### config.mk
export PLATFORM = sky130hd
export DESIGN_NAME = lrxop_top
export DESIGN_NICKNAME = d
export VERILOG_FILES = /design/src/lrxop_top_end.sv /design/src/lrxop_pkg.sv /design/src/lrxop_fifo_if.sv /design/src/lrxop_fifo.sv /design/src/lrxop_top.sv
export SDC_FILE = /design/constraint.sdc
export NUM_CORES = 1
export LEC_CHECK = 0
export ABC_AREA = 1
export BUFFER_PORTS_ARGS = -buffer_cell sky130_fd_sc_hd__clkbuf_2
export CORE_ASPECT_RATIO = 0.9
export CORE_MARGIN = 8
export CORE_UTILIZATION = 56
export DETAILED_ROUTE_END_ITERATION = 6
export GPL_ROUTABILITY_DRIVEN = 0
export HOLD_SLACK_MARGIN = 0.08
export PLACE_DENSITY = 0.77
export SLEW_MARGIN = 20
export SYNTH_ARGS = -nofsm -noshare
export SYNTH_HDL_FRONTEND = slang
export SYNTH_SLANG_ARGS = --single-unit
### constraint.sdc
create_clock -name clk -period 2.6 [get_ports clk]
set_input_delay 0.13 -clock clk [delete_from_list [all_inputs] [get_ports clk]]
set_output_delay 0.13 -clock clk [all_outputs]
set_load 0.005 [all_outputs]
### src/lrxop_top_end.sv
// end marker module not used
`timescale 1ns/1ps
`default_nettype none
`default_nettype wire

### src/lrxop_pkg.sv
// constants and types shared by the receive output pin block
// How it works
// RL1 - build-out select high disables build-out (partial shaping), low enables it
// RL2 - build-out select acts only in hardware mode at DS3 or STS-1 rate
// RL3 - hardware mode: receiver powered and enabled while receiver-on pin is high
// RL4 - host mode: receiver-on pin becomes serial configuration data input
// RL5 - hardware mode: equalizer follows equalizer-enable pin
// RL6 - host mode: equalizer-enable pin is ignored entirely
// RL7 - recovered clock driven out; data changes on its rising edge by default
// RL8 - hardware mode: invert pin high inverts clock, data on falling edge
// RL9 - host mode: inversion bit set moves data updates to falling edge
// RL10 - host mode: invert pin becomes serial interface chip select
// RL11 - positive data output pulses high per detected positive line pulse
// RL12 - dual rail: negative data output pulses per detected negative pulse
// RL13 - single rail: negative pin pulses high on code violation, else low
// RL14 - each pulse lasts one recovered period, changes only on selected edge
package lrxop_pkg;

  // rate selection
  typedef enum logic [1:0]
  {
    LRXOP_RATE_E3,
    LRXOP_RATE_DS3,
    LRXOP_RATE_STS1,
    LRXOP_RATE_RSVD
  } lrxop_rate_t;

  // ----------------------------------------------------------------
  // buffered word layout
  // ----------------------------------------------------------------
  localparam int FIFO_WIDTH = 3;
  localparam int FIFO_DEPTH = 4;
  localparam int FIFO_AW    = 2;
  localparam int POS_BIT    = 0;
  localparam int NEG_BIT    = 1;
  localparam int CV_BIT     = 2;

  // ----------------------------------------------------------------
  // synchroniser vector layout
  // ----------------------------------------------------------------
  localparam int SYNC_W       = 11;
  localparam int S_RCLK       = 0;
  localparam int S_POS        = 1;
  localparam int S_NEG        = 2;
  localparam int S_CV         = 3;
  localparam int S_LBO        = 4;
  localparam int S_RPWR       = 5;
  localparam int S_EQ         = 6;
  localparam int S_INV        = 7;
  localparam int S_HW         = 8;
  localparam int S_RATE_LO    = 9;
  localparam int S_RATE_HI    = 10;

  // ----------------------------------------------------------------
  // reset values
  // ----------------------------------------------------------------
  localparam logic [SYNC_W-1:0]     SYNC_RST = 11'h000;
  localparam logic [FIFO_WIDTH-1:0] WORD_RST = 3'h0;
  localparam logic                  BIT_RST  = 1'b0;

endpackage

### src/lrxop_fifo_if.sv
// carrier between the capture logic and the output buffer
`timescale 1ns/1ps
`default_nettype none
interface lrxop_fifo_if;
  logic                            in_valid;
  logic                            in_ready;
  logic [lrxop_pkg::FIFO_WIDTH-1:0] in_data;
  logic                            out_valid;
  logic                            out_ready;
  logic [lrxop_pkg::FIFO_WIDTH-1:0] out_data;

  modport src
  (
    output in_valid,
    output in_data,
    output out_ready,
    input  in_ready,
    input  out_valid,
    input  out_data
  );

  modport buf_side
  (
    input  in_valid,
    input  in_data,
    input  out_ready,
    output in_ready,
    output out_valid,
    output out_data
  );
endinterface
`default_nettype wire

### src/lrxop_fifo.sv
// small flip-flop fifo for recovered pulse words
`timescale 1ns/1ps
`default_nettype none
module lrxop_fifo #(
  parameter int WIDTH = lrxop_pkg::FIFO_WIDTH,
  parameter int DEPTH = lrxop_pkg::FIFO_DEPTH,
  parameter int AW    = lrxop_pkg::FIFO_AW
)
(
  input  wire logic   clk,
  input  wire logic   sys_rst,
  lrxop_fifo_if.buf_side f
);

  logic [WIDTH-1:0] mem_r [DEPTH];
  logic [AW-1:0]    wr_r;
  logic [AW-1:0]    rd_r;
  logic [AW:0]      cnt_r;
  wire              do_push;
  wire              do_pop;

  assign f.in_ready  = (cnt_r != (AW+1)'(DEPTH));
  assign f.out_valid = (cnt_r != '0);
  assign f.out_data  = mem_r[rd_r];
  assign do_push     = f.in_valid & f.in_ready;
  assign do_pop      = f.out_valid & f.out_ready;

  always_ff @(posedge clk)
  begin
    if (sys_rst)
    begin
      wr_r  <= '0;
      rd_r  <= '0;
      cnt_r <= '0;
    end
    else
    begin
      if (do_push)
        wr_r <= (wr_r == AW'(DEPTH-1)) ? '0 : wr_r + 1'b1;
      if (do_pop)
        rd_r <= (rd_r == AW'(DEPTH-1)) ? '0 : rd_r + 1'b1;
      cnt_r <= cnt_r + (AW+1)'(do_push) - (AW+1)'(do_pop);
    end
  end

  // storage needs no reset; count guards reads
  always_ff @(posedge clk)
  begin
    if (do_push)
      mem_r[wr_r] <= f.in_data;
  end

endmodule
`default_nettype wire

### src/lrxop_top.sv
// receive output timing and hardware strap decode
`timescale 1ns/1ps
`default_nettype none
module lrxop_top
(
  input  wire logic clk,
  input  wire logic sys_rst,
  // recovered link from the clock and data recovery stage
  input  wire logic rec_clk_in,
  input  wire logic line_pos_det,
  input  wire logic line_neg_det,
  input  wire logic line_cv_det,
  // mode straps
  input  wire logic hw_mode_sel,
  input  wire logic [1:0] rate_sel,
  input  wire logic single_rail_sel,
  // shared control pins
  input  wire logic build_out_disable_sel,
  input  wire logic receiver_power_on,
  input  wire logic rx_equalizer_enable,
  input  wire logic recovered_edge_invert,
  // host register bit, same clock domain
  input  wire logic host_rx_clk_inv,
  // decoded controls
  output logic      build_out_disabled,
  output logic      receiver_enabled,
  output logic      equalizer_enabled,
  output logic      serial_cfg_data_in,
  output logic      serial_cfg_select,
  // terminal side
  output logic      recovered_clock_out,
  output logic      rx_positive_pulse_out,
  output logic      rx_negative_pulse_out,
  output logic      capture_overrun
);

  // ----------------------------------------------------------------
  // input synchronisers
  // ----------------------------------------------------------------
  wire  [lrxop_pkg::SYNC_W-1:0] raw_in;
  logic [lrxop_pkg::SYNC_W-1:0] meta_r;
  logic [lrxop_pkg::SYNC_W-1:0] sync_r;

  assign raw_in = {rate_sel,
                   hw_mode_sel,
                   recovered_edge_invert,
                   rx_equalizer_enable,
                   receiver_power_on,
                   build_out_disable_sel,
                   line_cv_det,
                   line_neg_det,
                   line_pos_det,
                   rec_clk_in};

  always_ff @(posedge clk)
  begin
    if (sys_rst)
    begin
      meta_r <= lrxop_pkg::SYNC_RST;
      sync_r <= lrxop_pkg::SYNC_RST;
    end
    else
    begin
      meta_r <= raw_in;
      sync_r <= meta_r;
    end
  end

  function automatic logic rise(input logic prev, input logic cur);
    rise = ~prev & cur;
  endfunction

  function automatic logic fall(input logic prev, input logic cur);
    fall = prev & ~cur;
  endfunction

  // ----------------------------------------------------------------
  // mode decode
  // ----------------------------------------------------------------
  lrxop_pkg::lrxop_rate_t rate;
  wire  hw_mode;
  wire  host_mode;
  wire  rate_lbo_ok;
  wire  rx_on;
  wire  inv_sel;
  logic lbo_dis_nxt;
  logic rx_on_nxt;
  logic eq_nxt;
  logic ser_din_nxt;
  logic cs_nxt;

  assign rate      = lrxop_pkg::lrxop_rate_t'(
                       {sync_r[lrxop_pkg::S_RATE_HI],
                        sync_r[lrxop_pkg::S_RATE_LO]});
  assign hw_mode   = sync_r[lrxop_pkg::S_HW];
  assign host_mode = ~hw_mode;
  assign rate_lbo_ok = (rate == lrxop_pkg::LRXOP_RATE_DS3) |
                       (rate == lrxop_pkg::LRXOP_RATE_STS1);

  always_comb
  begin
    lbo_dis_nxt = 1'b0;
    rx_on_nxt   = 1'b0;
    eq_nxt      = 1'b0;
    ser_din_nxt = 1'b0;
    cs_nxt      = 1'b0;
    case (hw_mode)
      1'b1:
      begin
        // high disables build-out, low keeps full shaping [RL1]
        lbo_dis_nxt = sync_r[lrxop_pkg::S_LBO] & rate_lbo_ok; // [RL2]
        rx_on_nxt   = sync_r[lrxop_pkg::S_RPWR]; // [RL3]
        eq_nxt      = sync_r[lrxop_pkg::S_EQ]; // [RL5]
      end
      1'b0:
      begin
        // host owns the receiver; pins go to the serial port
        rx_on_nxt   = 1'b1;
        ser_din_nxt = sync_r[lrxop_pkg::S_RPWR]; // [RL4]
        cs_nxt    = sync_r[lrxop_pkg::S_INV]; // [RL10]
        eq_nxt    = 1'b0; // [RL6]
      end
      default:
      begin
        rx_on_nxt = 1'b0;
      end
    endcase
  end

  // inversion source follows the mode [RL8] [RL9]
  assign inv_sel = host_mode ? host_rx_clk_inv : sync_r[lrxop_pkg::S_INV];

  logic lbo_dis_r;
  logic rx_on_r;
  logic eq_r;
  logic ser_din_r;
  logic cs_r;

  always_ff @(posedge clk)
  begin
    if (sys_rst)
    begin
      lbo_dis_r <= lrxop_pkg::BIT_RST;
      rx_on_r   <= lrxop_pkg::BIT_RST;
      eq_r      <= lrxop_pkg::BIT_RST;
      ser_din_r <= lrxop_pkg::BIT_RST;
      cs_r      <= lrxop_pkg::BIT_RST;
    end
    else
    begin
      lbo_dis_r <= lbo_dis_nxt;
      rx_on_r   <= rx_on_nxt;
      eq_r      <= eq_nxt;
      ser_din_r <= ser_din_nxt;
      cs_r      <= cs_nxt;
    end
  end

  assign rx_on              = rx_on_r;
  assign build_out_disabled = lbo_dis_r;
  assign receiver_enabled   = rx_on_r;
  assign equalizer_enabled  = eq_r;
  assign serial_cfg_data_in = ser_din_r;
  assign serial_cfg_select  = cs_r;

  // ----------------------------------------------------------------
  // capture on recovered clock rising edge
  // ----------------------------------------------------------------
  lrxop_fifo_if fq ();

  logic                             rclk_d_r;
  logic                             pend_valid_r;
  logic [lrxop_pkg::FIFO_WIDTH-1:0] pend_data_r;
  logic                             ovr_r;
  wire                              in_edge;
  wire                              pushed;
  wire  [lrxop_pkg::FIFO_WIDTH-1:0] cap_word;

  assign in_edge  = rise(rclk_d_r, sync_r[lrxop_pkg::S_RCLK]) & rx_on;
  assign pushed   = pend_valid_r & fq.in_ready;
  assign cap_word = {sync_r[lrxop_pkg::S_CV],
                     sync_r[lrxop_pkg::S_NEG],
                     sync_r[lrxop_pkg::S_POS]};

  assign fq.in_valid = pend_valid_r;
  assign fq.in_data  = pend_data_r;

  always_ff @(posedge clk)
  begin
    if (sys_rst)
    begin
      rclk_d_r     <= lrxop_pkg::BIT_RST;
      pend_valid_r <= lrxop_pkg::BIT_RST;
      pend_data_r  <= lrxop_pkg::WORD_RST;
      ovr_r        <= lrxop_pkg::BIT_RST;
    end
    else
    begin
      rclk_d_r <= sync_r[lrxop_pkg::S_RCLK];
      // a new word over an unaccepted one is an overrun
      ovr_r    <= in_edge & pend_valid_r & ~fq.in_ready;
      if (in_edge)
      begin
        pend_valid_r <= 1'b1;
        pend_data_r  <= cap_word;
      end
      else if (pushed | ~rx_on)
      begin
        pend_valid_r <= 1'b0;
      end
    end
  end

  assign capture_overrun = ovr_r;

  lrxop_fifo u_fifo
  (
    .clk     (clk),
    .sys_rst (sys_rst),
    .f       (fq.buf_side)
  );

  // ----------------------------------------------------------------
  // output clock and data update
  // ----------------------------------------------------------------
  logic clk_out_r;
  logic clk_out_d_r;
  logic pos_r;
  logic neg_r;
  logic pos_nxt;
  logic neg_nxt;
  wire  out_upd;

  // data moves on the selected edge of the driven clock [RL7] [RL14]
  assign out_upd = inv_sel ? fall(clk_out_d_r, clk_out_r)
                           : rise(clk_out_d_r, clk_out_r);

  // drain on each update; flush while the receiver is off
  assign fq.out_ready = out_upd | ~rx_on;

  always_comb
  begin
    pos_nxt = pos_r;
    neg_nxt = neg_r;
    if (~rx_on)
    begin
      pos_nxt = 1'b0;
      neg_nxt = 1'b0;
    end
    else if (out_upd)
    begin
      pos_nxt = fq.out_valid & fq.out_data[lrxop_pkg::POS_BIT]; // [RL11]
      neg_nxt = fq.out_valid &
                (single_rail_sel ? fq.out_data[lrxop_pkg::CV_BIT]   // [RL13]
                                 : fq.out_data[lrxop_pkg::NEG_BIT]); // [RL12]
    end
  end

  always_ff @(posedge clk)
  begin
    if (sys_rst)
    begin
      clk_out_r   <= lrxop_pkg::BIT_RST;
      clk_out_d_r <= lrxop_pkg::BIT_RST;
      pos_r       <= lrxop_pkg::BIT_RST;
      neg_r       <= lrxop_pkg::BIT_RST;
    end
    else
    begin
      // recovered clock out, inverted on request [RL7] [RL8]
      clk_out_r   <= rx_on & (sync_r[lrxop_pkg::S_RCLK] ^ inv_sel);
      clk_out_d_r <= clk_out_r;
      pos_r       <= pos_nxt; // [RL14]
      neg_r       <= neg_nxt;
    end
  end

  assign recovered_clock_out   = clk_out_r;
  assign rx_positive_pulse_out = pos_r;
  assign rx_negative_pulse_out = neg_r;

endmodule
`default_nettype wire

# Word-level counts from Yosys, hierarchy flattened
# Memory sizes are Yosys's and may differ from the RTL's. A register that Yosys moved wholly into a read port is not among the register bits.
# Index checks and enable logic that the tools add are counted.
# word_totals
regBits,44
input_bits,15
elab_cells,68
mem_bits_rw,12
n_memories,1
out_inout_bits,9
# mem_list
memory,depth,word_bits,read_ports,rd_clocked_by_memory_dff,wr,line,rtl
u_fifo.mem_r,4,3,1,1,1,lrxop_fifo.sv:15,logic [WIDTH-1:0] mem_r [DEPTH];
# op_classes
reduce_logical,5
eq_ne,5
mux,13
n_addsub,4
n_bitwise,22
# op_table
op,n
$and 1x1->1,12
$mux 2,4
$mux 1,7
$eq 2x2->1 const B,3
$not 1->1,6
$reduce_or 2->1,3
$add 2x1->2 const B,2
$pmux 1 s2,2
$add 3x1->3,1
$ne 3x3->1 const B,1
$or 1x1->1,3
$reduce_bool 3->1,1
$sub 3x1->3,1
$eq 2x1->1 const B,1
$reduce_bool 2->1,1
$xor 1x1->1,1

# Longest topological paths before layout
# depth
word_depth,7
mapped_depth,15
mapped_depth_nobuf,15

# Modules after synthesis
# Synthesis repeated with hierarchy kept, for this count alone.
# unflattened
cells_unflattened,239
hier_area_um2,2185.8
# by_module_without_submodules
mod,seq_area_each_um2,cells_each,instances,area_per_inst_um2
lrxop_top,740.7,146,1,1232.4
lrxop_fifo,540.5,93,1,953.4

# Least setup slack after synthesis
# Ideal clock, no wire load.
# synth_path
kind,flip-flop to flip-flop
from,register sync_r[8] (netlist bit)
to,register u_fifo.cnt_r[2]
synth_period_minus_slack_ns,1.974
arrival_time_ns,1.904
n_path_buf,0
stages_incl_launch_ff,16
slack_ns,0.626
setup_time_ns,0.070
cell_sequence,dfxtp_1 inv_2 nand2_1 nand3_2 nand2_2 nand2_2 nand2_2 inv_1 ha_1 inv_1 ha_1 inv_1 fa_1 inv_1 o21ai_0 a21oi_1
# synth_between
elab_chain_len,5
# synth_lines
item,line,rtl
from (decl),lrxop_top.sv:42,logic [lrxop_pkg::SYNC_W-1:0] sync_r;
from (signal assigned),lrxop_top.sv:60,sync_r <= lrxop_pkg::SYNC_RST;
from (signal assigned),lrxop_top.sv:65,sync_r <= meta_r;
$mux 1,lrxop_top.sv:131,assign inv_sel = host_mode ? host_rx_clk_inv : sync_r[lrxop_pkg::S_INV];
$mux 1,lrxop_top.sv:235,"assign out_upd = inv_sel ? fall(clk_out_d_r, clk_out_r)"
$or 1x1->1,lrxop_top.sv:239,assign fq.out_ready = out_upd | ~rx_on;
$and 1x1->1,lrxop_fifo.sv:26,assign do_pop = f.out_valid & f.out_ready;
named net u_fifo.do_pop,lrxop_fifo.sv:20,wire do_pop;
$sub 3x1->3,lrxop_fifo.sv:42,cnt_r <= cnt_r + (AW+1)'(do_push) - (AW+1)'(do_pop);
to (signal assigned),lrxop_fifo.sv:42,
to (decl),lrxop_fifo.sv:18,logic [AW:0] cnt_r;
# The timed path passes the listed nets, and every way through them passes these cells.
# A chain may end at the register's enable or synchronous reset.

# Worst setup path after layout
# Ends and elaborated chain as after synthesis.

==> flow_summary.toml <==
[run_status]
status = "complete, no violations"

[floorplanning]
rows = 21
initial_standard_cell_utilization_of_the_core_pct = 58.0
fp.coreArea_mm2 = 0.00368
die_area_mm2 = 0.00605
die_height_um = 74.6
top_level_ports = 24
die_x_um = 81.1

[timing]
timing.final.max_slew_violations = 0
finalHoldViolCount = 0
fin_worst_skew_ps = 6.48
timing_worst_slew_pin_value_ps = 655
period_share_pct = 83.2
max-slew-margin-rel_pct = 56.3
setup_viol_count_final = 0
min_period_ps = 2160
grt_setup_unrepaired = "false"
totalNegativeSetupSlack_ps = 0
clock.fmax_mhz = 462
fin_worst_hold_slack_ps = 142

[synth]
count_leader_synth = "inv_1"
synth-seq-area-share_pct = 60.0
netlist_top_cells_area = "dfxtp_1, edfxtp_1, inv_1"
synth.top_cells.by_count = "inv_1, nor2_1, dfxtp_1, nand2_1, edfxtp_1"
synthesis.area_mm2 = 0.00213
yosys.cell_types.count = 20
synth_enable_flop_cells = 12
number_of_instances_in_the_synthesized_netlist = 243
synth_seq_cells = 58
synth.largest_area_cell = "dfxtp_1"
yosysWarnings = 0
synth_fp_nets = 266
netlist.area_leader.share_pct = 43.1
synth_flop_cell = "dfxtp_1"
post_synth.cell_area_avg_um2 = 8.78
async_flop_share_pct = 0

[worst_setup_path]
critPathLaunch = "sync_r[8]"
ff2ff_path_depth = 15
cp_cell_sequence = "inv_2, nand2_1, nand3_2, nand2_2, nand2_2, nand2_2, inv_1, ha_1, inv_1, ha_1, inv_1, fa_1, inv_1, o21ai_0, a21oi_1"
critical_path_cell_count = 15
crit-reg2reg-launch = "sync_r[8]"
timing.critical_path.from_type = "register"
worst_ep_arrival_time_ps = 2420
timing.critical_path.required_ps = 2860
cell_with_the_biggest_individual_delay_on_the_critical_path = "dfxtp_1"
critical_path.reg2reg.endpoint = "u_fifo.cnt_r[2]"
cp-end-kind = "register"
cp_max_fo = 6
reg2reg_setup_slack_ps = 440
critical_path_class = "register to register"
crit_end = "u_fifo.cnt_r[2]"
critPathBufInv = 5
crit_family = "adder cells"
cp_slowest_stage_delay_ps = 410
crit_path_frequent_cell = "inv_1"

[power_and_ir_drop]
leakage_power_uw = 0.00121
total_power_uw = 2160
vdd.ir_drop.worst_uv = 442
power_density_mw_per_mm2 = 833

[drt]
first_iter_violations = 57
detail_route.vias_per_cell = 4.50
drt-pass1-iter-count = 4
postRouteWirelength_um = 3660
drc = 0
post_drt_wl_per_cell_um = 10.9
dr_total_vias = 1509
ant_nets = 0

[layout]
final_area_mm2 = 0.00259
post_route_cells_drive_above_1_share_pct = 14.5
num_antenna_cells = 0
num-nets-final = 307
flow.area_growth_from_synthesis_pct = 21.6

[global_route]
number_of_antenna_violations_at_the_first_check_in_global_routing = 0
grt_start_max_net_pins = 36
grt_pass1_vias = 1411
gr-total-overflow = 0
first_pass_grt_wire_length_um = 6120
grt.total_usage_pct = 13.9

[job]
cap_violations = 0

[clock_tree]
clock_latency_ps = 330
cts.htree.levels = 3
clock_tree_from_tritoncts = "yes"
clkSlewWorstSetupHoldPaths_ps = 60
cts_hold_buf = 11
clock_tree.root_cell = "clkbuf_8"
clock_sink_count = 58
cts-root-to-sink-buffers = 2
postCtsSetupRepairBufs = 0
cts_made_buffers = 9
post_cts_resized = 0

[place]
post_dp_cell_area_mm2 = 0.00229
detailedPlacementHpwl_um = 2460
io_buffer_count = 23

[min_path]
worstHoldPathType = "input pin to register"
holdCritStartpoint = "single_rail_sel"
==> routing by layer <==
layer	routed length (µm)	global-route usage, %	up-vias
met5	0	0	-
met4	63	6.53	0
met3	298	7.73	8
met2	1680	21.2	37
met1	1610	15.6	653
li1	-	-	811
==> power by group <==
part	switching [µW]	internal, µW
Sequential	65.4	989
Clock	310	455
Combinational	197	146
Total	572	1590
==> placed cells by master (no fill, tap or decap) <==
master	netlist	layout
nand3_1	8	8
dfxtp_1	46	46
nand2_1	28	28
nand3b_1	2	2
dlygate4sd3_1	0	11
nand4_1	1	1
clkbuf_8	0	11
nand3_2	2	2
xnor2_1	2	2
edfxtp_1	12	12
nand2_2	3	3
inv_2	1	1
clkbuf_2	0	23
nor2_1	50	50
a21oi_1	11	11
or2_0	1	1
inv_1	54	54
clkbuf_16	0	1
nor3_1	3	3
clkbuf_1	4	3
o21ai_0	6	6
ha_1	7	7
clkinv_2	0	1
fa_1	1	1
a211oi_1	1	1
==> state kept, by name (all words and copies together), names as in the netlist, 2 cells and up, named ones only <==
| signal | flops |
|---|---|
| u_fifo.rd_r | 2 |
| sync_r | 11 |
| fq.in_data | 3 |
| u_fifo.wr_r | 2 |
| u_fifo.cnt_r | 3 |
| u_fifo.mem_r | 12 |
| meta_r | 11 |
==> worst min path at each step <==
stage	endpoint	slack, ps	depth (start not counted)
2_1_floorplan	meta_r[0]	240	2
3_3_place_gp	meta_r[10]	320	3
3_5_place_dp	meta_r[4]	330	3
4_1_cts	rx_negative_pulse_out	130	4
5_1_grt	rx_negative_pulse_out	170	4
6_report	rx_negative_pulse_out	140	4
==> stage by stage <==
step,worst slack (ps),cells,utilization [%]
final,436,335,70.5
after global placement,537,308,62.3
after global routing,235,335,70.5
after floorplan,626,243,-
after detailed placement,453,308,62.3
after CTS,436,335,70.5
==> kinds of logic (layout without fill, tap and decap cells) <==
kind of cell / count (synthesis) / after routing / synth area share (%)
and+or+nand+nor: 98 / 98 / 19.4
buffers and inverters: 59 / 105 / 10.4
DFF: 58 / 58 / 60.0
AOI/OAI and AO/OA: 18 / 18 / 4.34
adders and majority gates: 8 / 8 / 5.04
xor gates and xnor gates: 2 / 2 / 0.821
==> worst register-to-register path, cell delays in order, from the launching register on <==
cell and delay, ps:
dfxtp_1 410, inv_2 60, nand2_1 100, nand3_2 70, nand2_2 100, nand2_2 60
nand2_2 100, inv_1 60, ha_1 280, inv_1 60, ha_1 130, inv_1 50
fa_1 350, inv_1 80, o21ai_0 90, a21oi_1 120
==> final cells by class <==
| type | instances | area, µm² |
|---|---|---|
| fillers | 283 | 1080 |
| repair buffers | 34 | 225 |
| flip-flops and latches | 58 | 1280 |
| inverters | 55 | 206 |
| well taps | 46 | 57.6 |
| clock inverters | 1 | 5.00 |
| clock buffers | 15 | 188 |
| multi-input cells | 126 | 632 |
Note: power is estimated with default switching activity, not from simulation.
